**config.mk**
```make
export PLATFORM = sky130hd
export DESIGN_NAME = tx_dac_sequencer
export DESIGN_NICKNAME = d
export VERILOG_FILES = /design/src/verilog/pin_sync3.v /design/src/verilog/tx_dac_sequencer.v
export VERILOG_INCLUDE_DIRS = /design/src /design/src/include
export SDC_FILE = /design/constraint.sdc
export NUM_CORES = 1
export LEC_CHECK = 0
export BUFFER_PORTS_ARGS = -buffer_cell sky130_fd_sc_hd__buf_2
export CAP_MARGIN = 20
export CORE_MARGIN = 2
export CORE_UTILIZATION = 52
export DETAILED_ROUTE_END_ITERATION = 10
export PLACE_DENSITY = 0.8
export SYNTH_ARGS = -nofsm -noshare
export SYNTH_HDL_FRONTEND = slang
export SYNTH_SLANG_ARGS = --single-unit
```
**constraint.sdc**
```tcl
create_clock -name clk_sys -period 3.7 [get_ports clk_sys]
set_clock_uncertainty 0.2 [all_clocks]
set_input_delay 0.555 -clock clk_sys [delete_from_list [all_inputs] [get_ports clk_sys]]
set_output_delay 0.555 -clock clk_sys [all_outputs]
set_load 0.02 [all_outputs]
```
**src/include/tx_dac_map.vh**
```
// Register offsets, field positions, reset values and timing figures
`ifndef TX_DAC_MAP_VH
`define TX_DAC_MAP_VH

// ==========================================================
// Clock and timing figures
// ==========================================================
`define CLK_KHZ 125000
`define INIT_DELAY_MS 20
`define QT_SLOT_NS 1600
`define NS_PER_US 1000
`define US_PER_MS 1000

// ==========================================================
// Register offsets
// ==========================================================
`define OFS_STATUS 8'h6E
`define OFS_QT_WAIT 8'h88
`define OFS_POLARITY 8'hC6

// ==========================================================
// Reset values
// ==========================================================
`define RST_SOFT_DIS 2'h0
`define RST_QT_WAIT 2'h3
`define RST_POLARITY 4'h0

// ==========================================================
// Status byte fields
// ==========================================================
`define ST_SOFT_A 0
`define ST_SOFT_B 1
`define ST_PIN_A 2
`define ST_PIN_B 3
`define ST_EXIT_A 4
`define ST_EXIT_B 5
`define ST_FAULT 6
`define ST_NOT_RDY 7

// ==========================================================
// Quick-trip slot order
// ==========================================================
`define QT_BIAS_HI_A 3'h0
`define QT_PWR_LO_A 3'h1
`define QT_PWR_HI_A 3'h2
`define QT_BIAS_HI_B 3'h3
`define QT_PWR_LO_B 3'h4
`define QT_PWR_HI_B 3'h5
`define QT_COUNT 6

`endif

```
**src/verilog/pin_sync3.v**
```verilog
// Three-stage synchroniser with agreement filter for pin inputs
`timescale 1ns/10ps
module pin_sync3 #(
   parameter W = 1
) (
   input wire clk_sys, // System clock
   input wire rst_n, // Asynchronous reset, active low
   input wire ce, // Clock enable
   input wire [W-1:0] pin_in, // Asynchronous pin levels
   output reg [W-1:0] level_r // Filtered synchronous levels
);
   reg [W-1:0] s1_r;
   reg [W-1:0] s2_r;
   reg [W-1:0] s3_r;
   integer i;

   // ==========================================================
   // Sync chain; only the second and third stages are compared
   // ==========================================================
   always @(posedge clk_sys or negedge rst_n) begin
      if (!rst_n) begin
         s1_r <= {W{1'b0}};
         s2_r <= {W{1'b0}};
         s3_r <= {W{1'b0}};
         level_r <= {W{1'b0}};
      end else if (ce) begin
         s1_r <= pin_in;
         s2_r <= s1_r;
         s3_r <= s2_r;
         // A bit changes only once two late stages agree
         for (i = 0; i < W; i = i + 1) begin
            if (s2_r[i] == s3_r[i]) begin
               level_r[i] <= s3_r[i];
            end
         end
      end
   end
endmodule

```
**src/verilog/tx_dac_sequencer.v**
```verilog
// DAC sequencing, transmit disable and shared quick-trip comparator
// Behaviour
// DACs high impedance until init delay ends
// After init delay drive nonvolatile initial codes
// Load LUT after temp, supply check if enabled
// Fault restart by toggling both disables, no delay
// Disable input high turns transmitter outputs off
// Disable low reloads present-temperature codes
// Software disable bit acts like the pin
// Per-DAC off level: reference or zero
// One comparator shared by six checks
// Fixed slot order, power and bias thresholds
// Each comparison sets or clears its alarm
// One full polling cycle before acting
// Low-power trip waits for exit interval
// High trips wait unless configured otherwise
// Monitor values compared as unsigned codes
// Init delay is about 20 ms
// Each comparison slot lasts 1.6 us
// Trips reach shutdown only through masks
// Trips drive fault output unmasked
// Effective disable is pin OR software bit
// Exit flag after reload releases deferred trips
`timescale 1ns/10ps
`include "tx_dac_map.vh"
module tx_dac_sequencer #(
   parameter INIT_CYCLES = `INIT_DELAY_MS * `CLK_KHZ,
   parameter SLOT_CYCLES = `QT_SLOT_NS * `CLK_KHZ / `NS_PER_US
      / `US_PER_MS,
   parameter DW = 10,
   parameter TW = 8
) (
   input wire clk_sys, // System clock, 125 MHz
   input wire rst_n, // Asynchronous reset, active low
   input wire ce, // Clock enable, freezes all state when low
   input wire tx_disable_in_a, // Disable pin, transmitter A
   input wire tx_disable_in_b, // Disable pin, transmitter B
   input wire temp_conv_done, // Pulse: temperature conversion done
   input wire vcc_conv_done, // Pulse: supply conversion done
   input wire vcc_above_low, // Supply above low alarm level
   input wire supply_low_alarm_en, // Supply-low alarm enabled
   input wire [4*DW-1:0] nv_init_code, // Initial codes from NV memory
   input wire [4*DW-1:0] lut_code, // Codes for present temperature
   input wire [TW-1:0] power_monitor_in_a, // Power monitor A
   input wire [TW-1:0] power_monitor_in_b, // Power monitor B
   input wire [TW-1:0] bias_monitor_in_a, // Bias monitor A
   input wire [TW-1:0] bias_monitor_in_b, // Bias monitor B
   input wire [TW-1:0] power_high_threshold_a, // High power level A
   input wire [TW-1:0] power_high_threshold_b, // High power level B
   input wire [TW-1:0] power_low_threshold_a, // Low power level A
   input wire [TW-1:0] power_low_threshold_b, // Low power level B
   input wire [TW-1:0] bias_high_threshold_a, // High bias level A
   input wire [TW-1:0] bias_high_threshold_b, // High bias level B
   input wire [`QT_COUNT-1:0] qt_shutdown_mask, // 1 lets trip shut down
   input wire [7:0] reg_addr, // Register byte address
   input wire [7:0] reg_wdata, // Register write data
   input wire reg_we, // Register write strobe
   output reg [7:0] reg_rdata, // Read data of addressed register
   output reg [4*DW-1:0] dac_code, // Codes to the four DACs, MOD and APC per transmitter
   output reg [3:0] dac_oe, // 0 keeps a DAC in high impedance
   output reg tx_disable_out_a, // Disable to laser driver A
   output reg tx_disable_out_b, // Disable to laser driver B
   output reg tx_fault_out, // Transmit fault, high = fault
   output reg shutdown_trigger, // Latched shutdown
   output reg [1:0] disable_exit_interval, // Exit interval ended
   output reg [`QT_COUNT-1:0] qt_alarm // Quick-trip alarm bits
);
   // ==========================================================
   // Declarations
   // ==========================================================
   localparam [4:0] S_HIZ = 5'b00001;
   localparam [4:0] S_NVINIT = 5'b00010;
   localparam [4:0] S_VCCWAIT = 5'b00100;
   localparam [4:0] S_RUN = 5'b01000;
   localparam [4:0] S_RESTART = 5'b10000;
   localparam [2:0] QT_LAST = `QT_PWR_HI_B;

   reg [4:0] state_r;
   reg [4:0] state_nxt;
   reg [31:0] init_cnt_r;
   reg [31:0] slot_cnt_r;
   reg [2:0] qt_idx_r;
   reg qt_armed_r;
   reg [1:0] soft_dis_r;
   reg [1:0] qt_wait_r;
   reg [3:0] polarity_r;
   reg [1:0] off_q_r;
   reg [1:0] both_hi_seen_r;
   reg [TW-1:0] cmp_mon;
   reg [TW-1:0] cmp_thr;
   reg cmp_low;
   reg cmp_hit;
   reg [`QT_COUNT-1:0] gate;
   reg [4*DW-1:0] code_nxt;
   reg [7:0] rdata_nxt;
   integer k;

   wire [1:0] pin_dis;
   wire [1:0] eff_dis;
   wire [1:0] tx_off;
   wire slot_end;
   wire trip_now;
   wire restart_go;

   // ==========================================================
   // Pin synchronisers
   // ==========================================================
   pin_sync3 #(.W(2)) u_dis_sync (
      .clk_sys(clk_sys),
      .rst_n(rst_n),
      .ce(ce),
      .pin_in({tx_disable_in_b, tx_disable_in_a}),
      .level_r(pin_dis)
   );

   // Pin or software bit disables a transmitter
   assign eff_dis = pin_dis | soft_dis_r;
   // Latched shutdown also turns both transmitters off
   assign tx_off = eff_dis | {2{shutdown_trigger}};
   assign slot_end = (slot_cnt_r == SLOT_CYCLES - 1);
   // Restart once both disables were high and are now low
   assign restart_go = shutdown_trigger & (&both_hi_seen_r)
      & ~eff_dis[0] & ~eff_dis[1];

   // ==========================================================
   // Power-up sequence
   // ==========================================================
   always @* begin
      state_nxt = state_r;
      case (state_r)
         S_HIZ: begin
            if (init_cnt_r == INIT_CYCLES - 1) begin
               state_nxt = S_NVINIT;
            end
         end
         S_NVINIT: begin
            // Temperature must be known before LUT codes apply
            if (temp_conv_done) begin
               state_nxt = supply_low_alarm_en ? S_VCCWAIT : S_RUN;
            end
         end
         S_VCCWAIT: begin
            if (vcc_conv_done && vcc_above_low) begin
               state_nxt = S_RUN;
            end
         end
         S_RUN: begin
            if (restart_go) begin
               state_nxt = S_RESTART;
            end
         end
         S_RESTART: begin
            // Temperature already known, so no init delay here
            state_nxt = supply_low_alarm_en ? S_VCCWAIT : S_RUN;
         end
         default: begin
            state_nxt = S_HIZ;
         end
      endcase
   end

   // State register and init delay counter
   always @(posedge clk_sys or negedge rst_n) begin
      if (!rst_n) begin
         state_r <= S_HIZ;
         init_cnt_r <= 32'h0000_0000;
      end else if (ce) begin
         state_r <= state_nxt;
         if (state_r == S_HIZ) begin
            init_cnt_r <= init_cnt_r + 32'h0000_0001;
         end
      end
   end

   // ==========================================================
   // DAC code selection
   // ==========================================================
   // Off level per DAC: all ones gives the reference, zero 0V.
   // DAC order: MOD A, APC A, MOD B, APC B.
   always @* begin
      code_nxt = {4*DW{1'b0}};
      for (k = 0; k < 4; k = k + 1) begin
         if (state_r == S_HIZ) begin
            code_nxt[k*DW +: DW] = {DW{1'b0}};
         end else if (tx_off[k/2]) begin
            code_nxt[k*DW +: DW] = {DW{polarity_r[k]}};
         end else if (state_r == S_RUN) begin
            code_nxt[k*DW +: DW] = lut_code[k*DW +: DW];
         end else begin
            code_nxt[k*DW +: DW] = nv_init_code[k*DW +: DW];
         end
      end
   end

   // DAC outputs, disable outputs and exit interval flags
   always @(posedge clk_sys or negedge rst_n) begin
      if (!rst_n) begin
         dac_code <= {4*DW{1'b0}};
         dac_oe <= 4'h0;
         tx_disable_out_a <= 1'b1;
         tx_disable_out_b <= 1'b1;
         off_q_r <= 2'h3;
         disable_exit_interval <= 2'h0;
         both_hi_seen_r <= 2'h0;
      end else if (ce) begin
         dac_code <= code_nxt;
         dac_oe <= {4{state_r != S_HIZ}};
         tx_disable_out_a <= tx_off[0];
         tx_disable_out_b <= tx_off[1];
         off_q_r <= tx_off;
         // Flag rises one cycle after the LUT reload was driven
         disable_exit_interval <= {2{state_r == S_RUN}} & ~tx_off
            & ~off_q_r;
         // Track the toggle of both disables during a fault
         if (!shutdown_trigger) begin
            both_hi_seen_r <= 2'h0;
         end else begin
            both_hi_seen_r <= both_hi_seen_r | eff_dis;
         end
      end
   end

   // ==========================================================
   // Shared quick-trip comparator
   // ==========================================================
   // One comparator; operands steered by the slot index
   always @* begin
      cmp_low = 1'b0;
      case (qt_idx_r)
         `QT_BIAS_HI_A: begin
            cmp_mon = bias_monitor_in_a;
            cmp_thr = bias_high_threshold_a;
         end
         `QT_PWR_LO_A: begin
            cmp_mon = power_monitor_in_a;
            cmp_thr = power_low_threshold_a;
            cmp_low = 1'b1;
         end
         `QT_PWR_HI_A: begin
            cmp_mon = power_monitor_in_a;
            cmp_thr = power_high_threshold_a;
         end
         `QT_BIAS_HI_B: begin
            cmp_mon = bias_monitor_in_b;
            cmp_thr = bias_high_threshold_b;
         end
         `QT_PWR_LO_B: begin
            cmp_mon = power_monitor_in_b;
            cmp_thr = power_low_threshold_b;
            cmp_low = 1'b1;
         end
         `QT_PWR_HI_B: begin
            cmp_mon = power_monitor_in_b;
            cmp_thr = power_high_threshold_b;
         end
         default: begin
            cmp_mon = {TW{1'b0}};
            cmp_thr = {TW{1'b0}};
         end
      endcase
      // Unsigned compare; monitor codes are straight binary
      cmp_hit = cmp_low ? (cmp_mon < cmp_thr)
         : (cmp_mon > cmp_thr);
   end

   // Slot timer, index walk and alarm update
   always @(posedge clk_sys or negedge rst_n) begin
      if (!rst_n) begin
         slot_cnt_r <= 32'h0000_0000;
         qt_idx_r <= `QT_BIAS_HI_A;
         qt_armed_r <= 1'b0;
         qt_alarm <= {`QT_COUNT{1'b0}};
      end else if (ce) begin
         if (slot_end) begin
            slot_cnt_r <= 32'h0000_0000;
            if (qt_idx_r == QT_LAST) begin
               qt_idx_r <= `QT_BIAS_HI_A;
               qt_armed_r <= 1'b1;
            end else begin
               qt_idx_r <= qt_idx_r + 3'h1;
            end
            // First lap only settles the comparator
            if (qt_armed_r) begin
               qt_alarm[qt_idx_r] <= cmp_hit;
            end
         end else begin
            slot_cnt_r <= slot_cnt_r + 32'h0000_0001;
         end
      end
   end

   // ==========================================================
   // Trip gating, shutdown and fault output
   // ==========================================================
   // Low trips always wait; high trips wait if configured
   always @* begin
      gate[`QT_BIAS_HI_A] = ~qt_wait_r[0] | disable_exit_interval[0];
      gate[`QT_PWR_LO_A] = disable_exit_interval[0];
      gate[`QT_PWR_HI_A] = ~qt_wait_r[0] | disable_exit_interval[0];
      gate[`QT_BIAS_HI_B] = ~qt_wait_r[1] | disable_exit_interval[1];
      gate[`QT_PWR_LO_B] = disable_exit_interval[1];
      gate[`QT_PWR_HI_B] = ~qt_wait_r[1] | disable_exit_interval[1];
   end

   assign trip_now = |(qt_alarm & qt_shutdown_mask & gate);

   // Shutdown latches until both disables are toggled
   always @(posedge clk_sys or negedge rst_n) begin
      if (!rst_n) begin
         shutdown_trigger <= 1'b0;
         tx_fault_out <= 1'b0;
      end else if (ce) begin
         if (trip_now) begin
            shutdown_trigger <= 1'b1;
         end else if (state_r == S_RESTART) begin
            shutdown_trigger <= 1'b0;
         end
         // Unmasked: any trip shows on the fault pin
         tx_fault_out <= |qt_alarm;
      end
   end

   // ==========================================================
   // Registers
   // ==========================================================
   always @(posedge clk_sys or negedge rst_n) begin
      if (!rst_n) begin
         soft_dis_r <= `RST_SOFT_DIS;
         qt_wait_r <= `RST_QT_WAIT;
         polarity_r <= `RST_POLARITY;
      end else if (ce && reg_we) begin
         case (reg_addr)
            `OFS_STATUS: begin
               soft_dis_r <= {reg_wdata[`ST_SOFT_B],
                  reg_wdata[`ST_SOFT_A]};
            end
            `OFS_QT_WAIT: begin
               qt_wait_r <= reg_wdata[1:0];
            end
            `OFS_POLARITY: begin
               polarity_r <= reg_wdata[3:0];
            end
            default: begin
               soft_dis_r <= soft_dis_r;
            end
         endcase
      end
   end

   // Read mux; unmapped addresses and reserved bits read zero
   always @* begin
      rdata_nxt = 8'h00;
      case (reg_addr)
         `OFS_STATUS: begin
            rdata_nxt[`ST_SOFT_A] = soft_dis_r[0];
            rdata_nxt[`ST_SOFT_B] = soft_dis_r[1];
            rdata_nxt[`ST_PIN_A] = pin_dis[0];
            rdata_nxt[`ST_PIN_B] = pin_dis[1];
            rdata_nxt[`ST_EXIT_A] = disable_exit_interval[0];
            rdata_nxt[`ST_EXIT_B] = disable_exit_interval[1];
            rdata_nxt[`ST_FAULT] = shutdown_trigger;
            rdata_nxt[`ST_NOT_RDY] = (state_r == S_HIZ);
         end
         `OFS_QT_WAIT: begin
            rdata_nxt[1:0] = qt_wait_r;
         end
         `OFS_POLARITY: begin
            rdata_nxt[3:0] = polarity_r;
         end
         default: begin
            rdata_nxt = 8'h00;
         end
      endcase
   end

   always @(posedge clk_sys or negedge rst_n) begin
      if (!rst_n) begin
         reg_rdata <= 8'h00;
      end else if (ce) begin
         reg_rdata <= rdata_nxt;
      end
   end
endmodule

```
# Word level (Yosys, flattened, before mapping)
# Cells that the tools add are included.
# W data, S select, Z words.
# word_totals
regBits	154
inputBits	192
output_inout_bits	64
wordCells	126
# op_classes
add_sub_neg	3
n_lt_le_gt_ge	4
eq_ne	22
n_mux	33
bitwise	18
reduce_logical	22
# ops
operator	n
$mux W10	12
$add A32 B1 Y32 const B	2
$pmux W8 S6	1
$eq A32 B22 Y1 const B	1
$eq A32 B8 Y1 const B	1
$mux W32	1
$pmux W8 S4	1
$pmux W5 S5	1
$mux W5	4
$reduce_and A2 Y1	9
$eq A8 B8 Y1 const B	2
$and A6 B6 Y6	2
$reduce_or A6 Y1	2
$eq A8 B7 Y1 const B	1
$gt A8 B8 Y1	1
$lt A8 B8 Y1	1
$mux W4	2
$ne A2 B2 Y1 const B	4
$bwmux W6	1
$eq A3 B2 Y1 const B	2
$eq A3 B3 Y1 const B	2
$or A2 B2 Y2	3
$pmux W2 S3	1
$reduce_and A3 Y1	2
other kinds (26)	43

# Longest topological paths before layout
# depth
word_depth	6
mapped_depth	13
depth_no_buf	11

# Hierarchy
# A second synthesis with hierarchy kept.
# unflattened
cells_unflattened	828
hier_area_um2	8117.8
# by_module_without_submodules
mod	instances	cells_each	area_each_um2	seq_area_each_um2
tx_dac_sequencer	1	803	7781.2	3609.7
pin_sync3	1	25	336.6	200.2

# Least setup slack after synthesis
# OpenSTA, ideal clock, no wires.
# synth_timing
path_type	flip-flop to flip-flop
start	register qt_idx_r[0]
end	register qt_alarm[3]
setup_time_ns	0.128
t_arrival_ns	3.057
required_time_ns	3.372
path_slack_ns	0.315
path_stages_with_launch	14
n_path_buf	3
period_less_slack_ns	3.385
cell_sequence	dfrtp_1 -> buf_1 -> buf_1 -> and2_1 -> ha_1 -> clkbuf_1 -> a22oi_1 -> o21ai_0 -> ha_1 -> a21oi_1 -> o211ai_1 -> a221oi_1 -> nor2_1 -> mux2_1
# synth_via
elab_chain_cells	6
elab_cells_between_ends	21
classes_between	order compare: 4; eq/ne: 5; mux: 7; reduce/logical: 5
# synth_lines
item	line_no	text
from (decl)	tx_dac_sequencer.v:82	reg [2:0] qt_idx_r;
from (signal assigned)	tx_dac_sequencer.v:270	qt_idx_r <= `QT_BIAS_HI_A;
from (signal assigned)	tx_dac_sequencer.v:277	qt_idx_r <= `QT_BIAS_HI_A;
from (signal assigned)	tx_dac_sequencer.v:280	qt_idx_r <= qt_idx_r + 3'h1;
$eq A3 B3 Y1, or another cell as far along	tx_dac_sequencer.v:229	case (qt_idx_r)
$reduce_or A2 Y1 (no source line)	-	
$pmux W8 S4	tx_dac_sequencer.v:229	
$gt A8 B8 Y1 / $lt A8 B8 Y1 (equally long branches)	tx_dac_sequencer.v:263, tx_dac_sequencer.v:262	
$mux W1	tx_dac_sequencer.v:262	cmp_hit = cmp_low ? (cmp_mon < cmp_thr)
$bwmux W6 *	tx_dac_sequencer.v:284	qt_alarm[qt_idx_r] <= cmp_hit;
to (signal assigned)	tx_dac_sequencer.v:272	qt_alarm <= {`QT_COUNT{1'b0}};
to (signal, indexed assignment)	tx_dac_sequencer.v:284	
to (decl)	tx_dac_sequencer.v:66	output reg [`QT_COUNT-1:0] qt_alarm
# Mark *: on every way between the ends. The rest lies on a longest branch, timed or not.
# A chain may end at the register's enable or synchronous reset.

# Worst setup path after layout
# layout_timing
start	register qt_idx_r[1]
end	register qt_alarm[3]
# Same word-level chain as after synthesis.

==> flow_summary.ini <==
[route]
wire_per_inst_um = 16.65
drcViolationCount = 0
vias_per_cell = 5.678
wirelength_um = 21800
route.vias.total = 7432
drt_pass1_iterations = 5
ant_nets = 0
drt_iter0_drc = 564

[synth]
yosysUniqueCellTypes = 61
synth-seq-area-share = 0.4654
syn_area_mm2 = 0.008187
ys.warnings.count = 0
syn_avg_cell_area_um2 = 9.643
synthCells = 849
syn_nets = 1052
synth-edff-count = 0
ys_ff_latch = 152
synth_flop_cell = dfrtp_1
async_flop_share = 1.000

[power]
p_leak_nw = 5.346
power.switching_mw = 1.167
seq_power_share = 0.462
p_comb_frac = 0.146
power_density_mw_per_mm2 = 398.8
power_frac_clock = 0.392
finalPower_mw = 4.060
p_int_mw = 2.893
switching_share = 0.2875
irDropWorstVdd_uv = 358.7

[clock_network]
cts_buffer_depth = 2
postCtsSetupBuffers = 0
cts.sink_count = 152
clockRootBuffer = clkbuf_16
cts_tree = done
clk_pin_slew_ns = 0.06
clock_latency_ns = 0.42
cts_buffers = 17
htreeDepth = 4

[die]
coreArea_mm2 = 0.01531
chipHeight_um = 129.5
initial_core_util = 0.5346
ios = 256
fp-row-count = 45
die_width_um = 129.5
die-area_mm2 = 0.01676

[global_routing]
grt_start_max_net_pins = 74
gr-total-overflow = 0
use_met1 = 0.3681
grt_pass1_wl_um = 35550
busiest_layer = met2
met3_usage = 0.06069
track_usage = 0.2666
antenna_found_initial = 0
met2_usage = 0.4229
grt_pass1_vias = 7181

[setup_path]
ff2ff_path_depth = 10
worstPathArrival_ns = 3.42
end_kind = flip-flop
critPathRequiredTime_ns = 3.80
cp-start-kind = flip-flop
crit_type = reg2reg
rr_startpoint = qt_idx_r[1]
crit_path_start = qt_idx_r[1]
reg2reg_slack_ns = 0.38
worstPathMaxFanout = 16
reg2reg_to = qt_alarm[3]
endpoint = qt_alarm[3]

[timing]
setup-tns-final_ns = 0
drv_slew = 0
tightest_slew_ns = 0.9731
setup_viol = 0
fin_hold_ws_ns = 0.1666
finalHoldViolCount = 0
rsz0062_at_grt = false
finalCriticalPeriod_ns = 3.320
period_share = 0.8973
slew_headroom = 0.3484
fmax_ghz = 0.3012

[placement]
place_congestion = 0.8713
port_buffers = 251
hpwl_um = 15810

[finish]
nNetsFinal = 1288
final_cell_mix = buf_2 (250), dfrtp_1 (147), nand2_1 (123), nor2_1 (54)
area_growth_pct = 24.36
antenna_cells = 0
drive_above_1_share = 0.3169
mostFrequentLayoutCell = buf_2

[run]
maxCapViolations = 0

[outcome]
status = finished, final reports clean

[worst_hold_path]
hp-class = in2reg
[cell type report]
cell class	instances	area (um2)
clock buffers	17	425.4
clock inverters	15	118.9
fillers	1247	5134
inverters	13	48.80
multi-input cells	632	4101
flip-flops and latches	152	3810
well taps	211	264.0
repair buffers	269	1413
[state kept, by name, summed over array words and instances, names as in the netlist, 2 cells and up]
name                   cells
polarity_r                 4
u_dis_sync.s2_r            2
state_r                    5
disable_exit_interval      2
both_hi_seen_r             2
u_dis_sync.s1_r            2
qt_idx_r                   3
qt_alarm                   6
slot_cnt_r                32
init_cnt_r                32
reg_rdata                  8
qt_wait_r                  2
u_dis_sync.level_r         2
u_dis_sync.s3_r            2
soft_dis_r                 2
dac_code                  40
[cell families after synthesis]
family                   synth area share
flip-flops                         0.4654
XOR/XNOR                          0.06847
AO/OA/AOI/OAI                      0.1560
multiplexers                      0.05074
AND/OR/NAND/NOR                    0.2077
adder cells (fa/ha/maj)           0.01681
buffers and inverters             0.03485
[critical path: stages (launching register included)]
cell and delay [ns]:
dfrtp_1 0.41, and2_1 0.17, ha_1 0.38, a32o_1 0.32, a211oi_1 0.21, ha_1 0.30, a21oi_1 0.16, o211ai_1 0.11
a221oi_1 0.43, nor2_1 0.18, mux2_1 0.32
[stage by stage]
stage / utilization / instances / setup slack (ns) / instance area, um2
after floorplan: - / 849 / 0.3150 / 8187
after global placement: 0.6286 / 1276 / 0.4779 / 9627
after detailed placement: 0.6286 / 1276 / 0.3799 / 9627
after CTS: 0.6648 / 1309 / 0.3673 / 10180
after global routing: 0.6648 / 1309 / 0.1099 / 10180
final: 0.6648 / 1309 / 0.3800 / 10180
[power groups by stage]
stage               logic [mW]  clock network (mW)  registers [mW]
floorplan                0.335                   0            1.89
global placement         0.574                   0            1.90
detailed placement       0.587                   0            1.90
CTS                      0.593                1.61            1.87
global route             0.665                1.69            1.89
finish                   0.592                1.59            1.88
[per-layer routing]
metal | up-vias | share of wire
met1 | 3608 | 0.44
met2 | 230 | 0.48
met5 | - | 0
li1 | 3557 | -
met3 | 37 | 0.053
met4 | 0 | 0.020
[worst min-delay path by stage]
stage | from | end | slack [ns] | cells after the start
after floorplan | rst_n | both_hi_seen_r[0] | 0.06 | 0
after global placement | init_cnt_r[4] | init_cnt_r[4] | 0.25 | 1
after detailed placement | init_cnt_r[31] | init_cnt_r[31] | 0.26 | 1
after CTS | reg_wdata[3] | polarity_r[3] | 0.16 | 2
after global routing | tx_disable_in_a | u_dis_sync.s1_r[0] | 0.17 | 2
final | tx_disable_in_a | u_dis_sync.s1_r[0] | 0.17 | 2
[Yosys cell counts, types with 10 or more instances]
library cell    n  area (um2)
and3_1         13       81.33
mux2i_1        10       100.1
nand3_1        38       190.2
nor2_1         54       202.7
nand2_1       123       461.7
ha_1           11       137.6
a22oi_1        17       127.6
a31oi_1        42       262.8
dfrtp_1       147        3679
xnor2_1        41       359.1
o21ai_0        27       135.1
clkbuf_1       35       131.4
xor2_1         23       201.4
nor3_1         12       60.06
mux2_2         25       281.5
nand4_1        26       162.7
a21oi_1        24       120.1
nor4_1         18       112.6
a21o_1         42       315.3
inv_1          13       48.80
[what timing repair did]
item,in CTS,in global routing
gates resized for setup,0,0
hold buffers,1,0
hold endpoints to repair,69,0
endpoints found under the setup margin,0,0
Power figures use the tool's default switching activity.
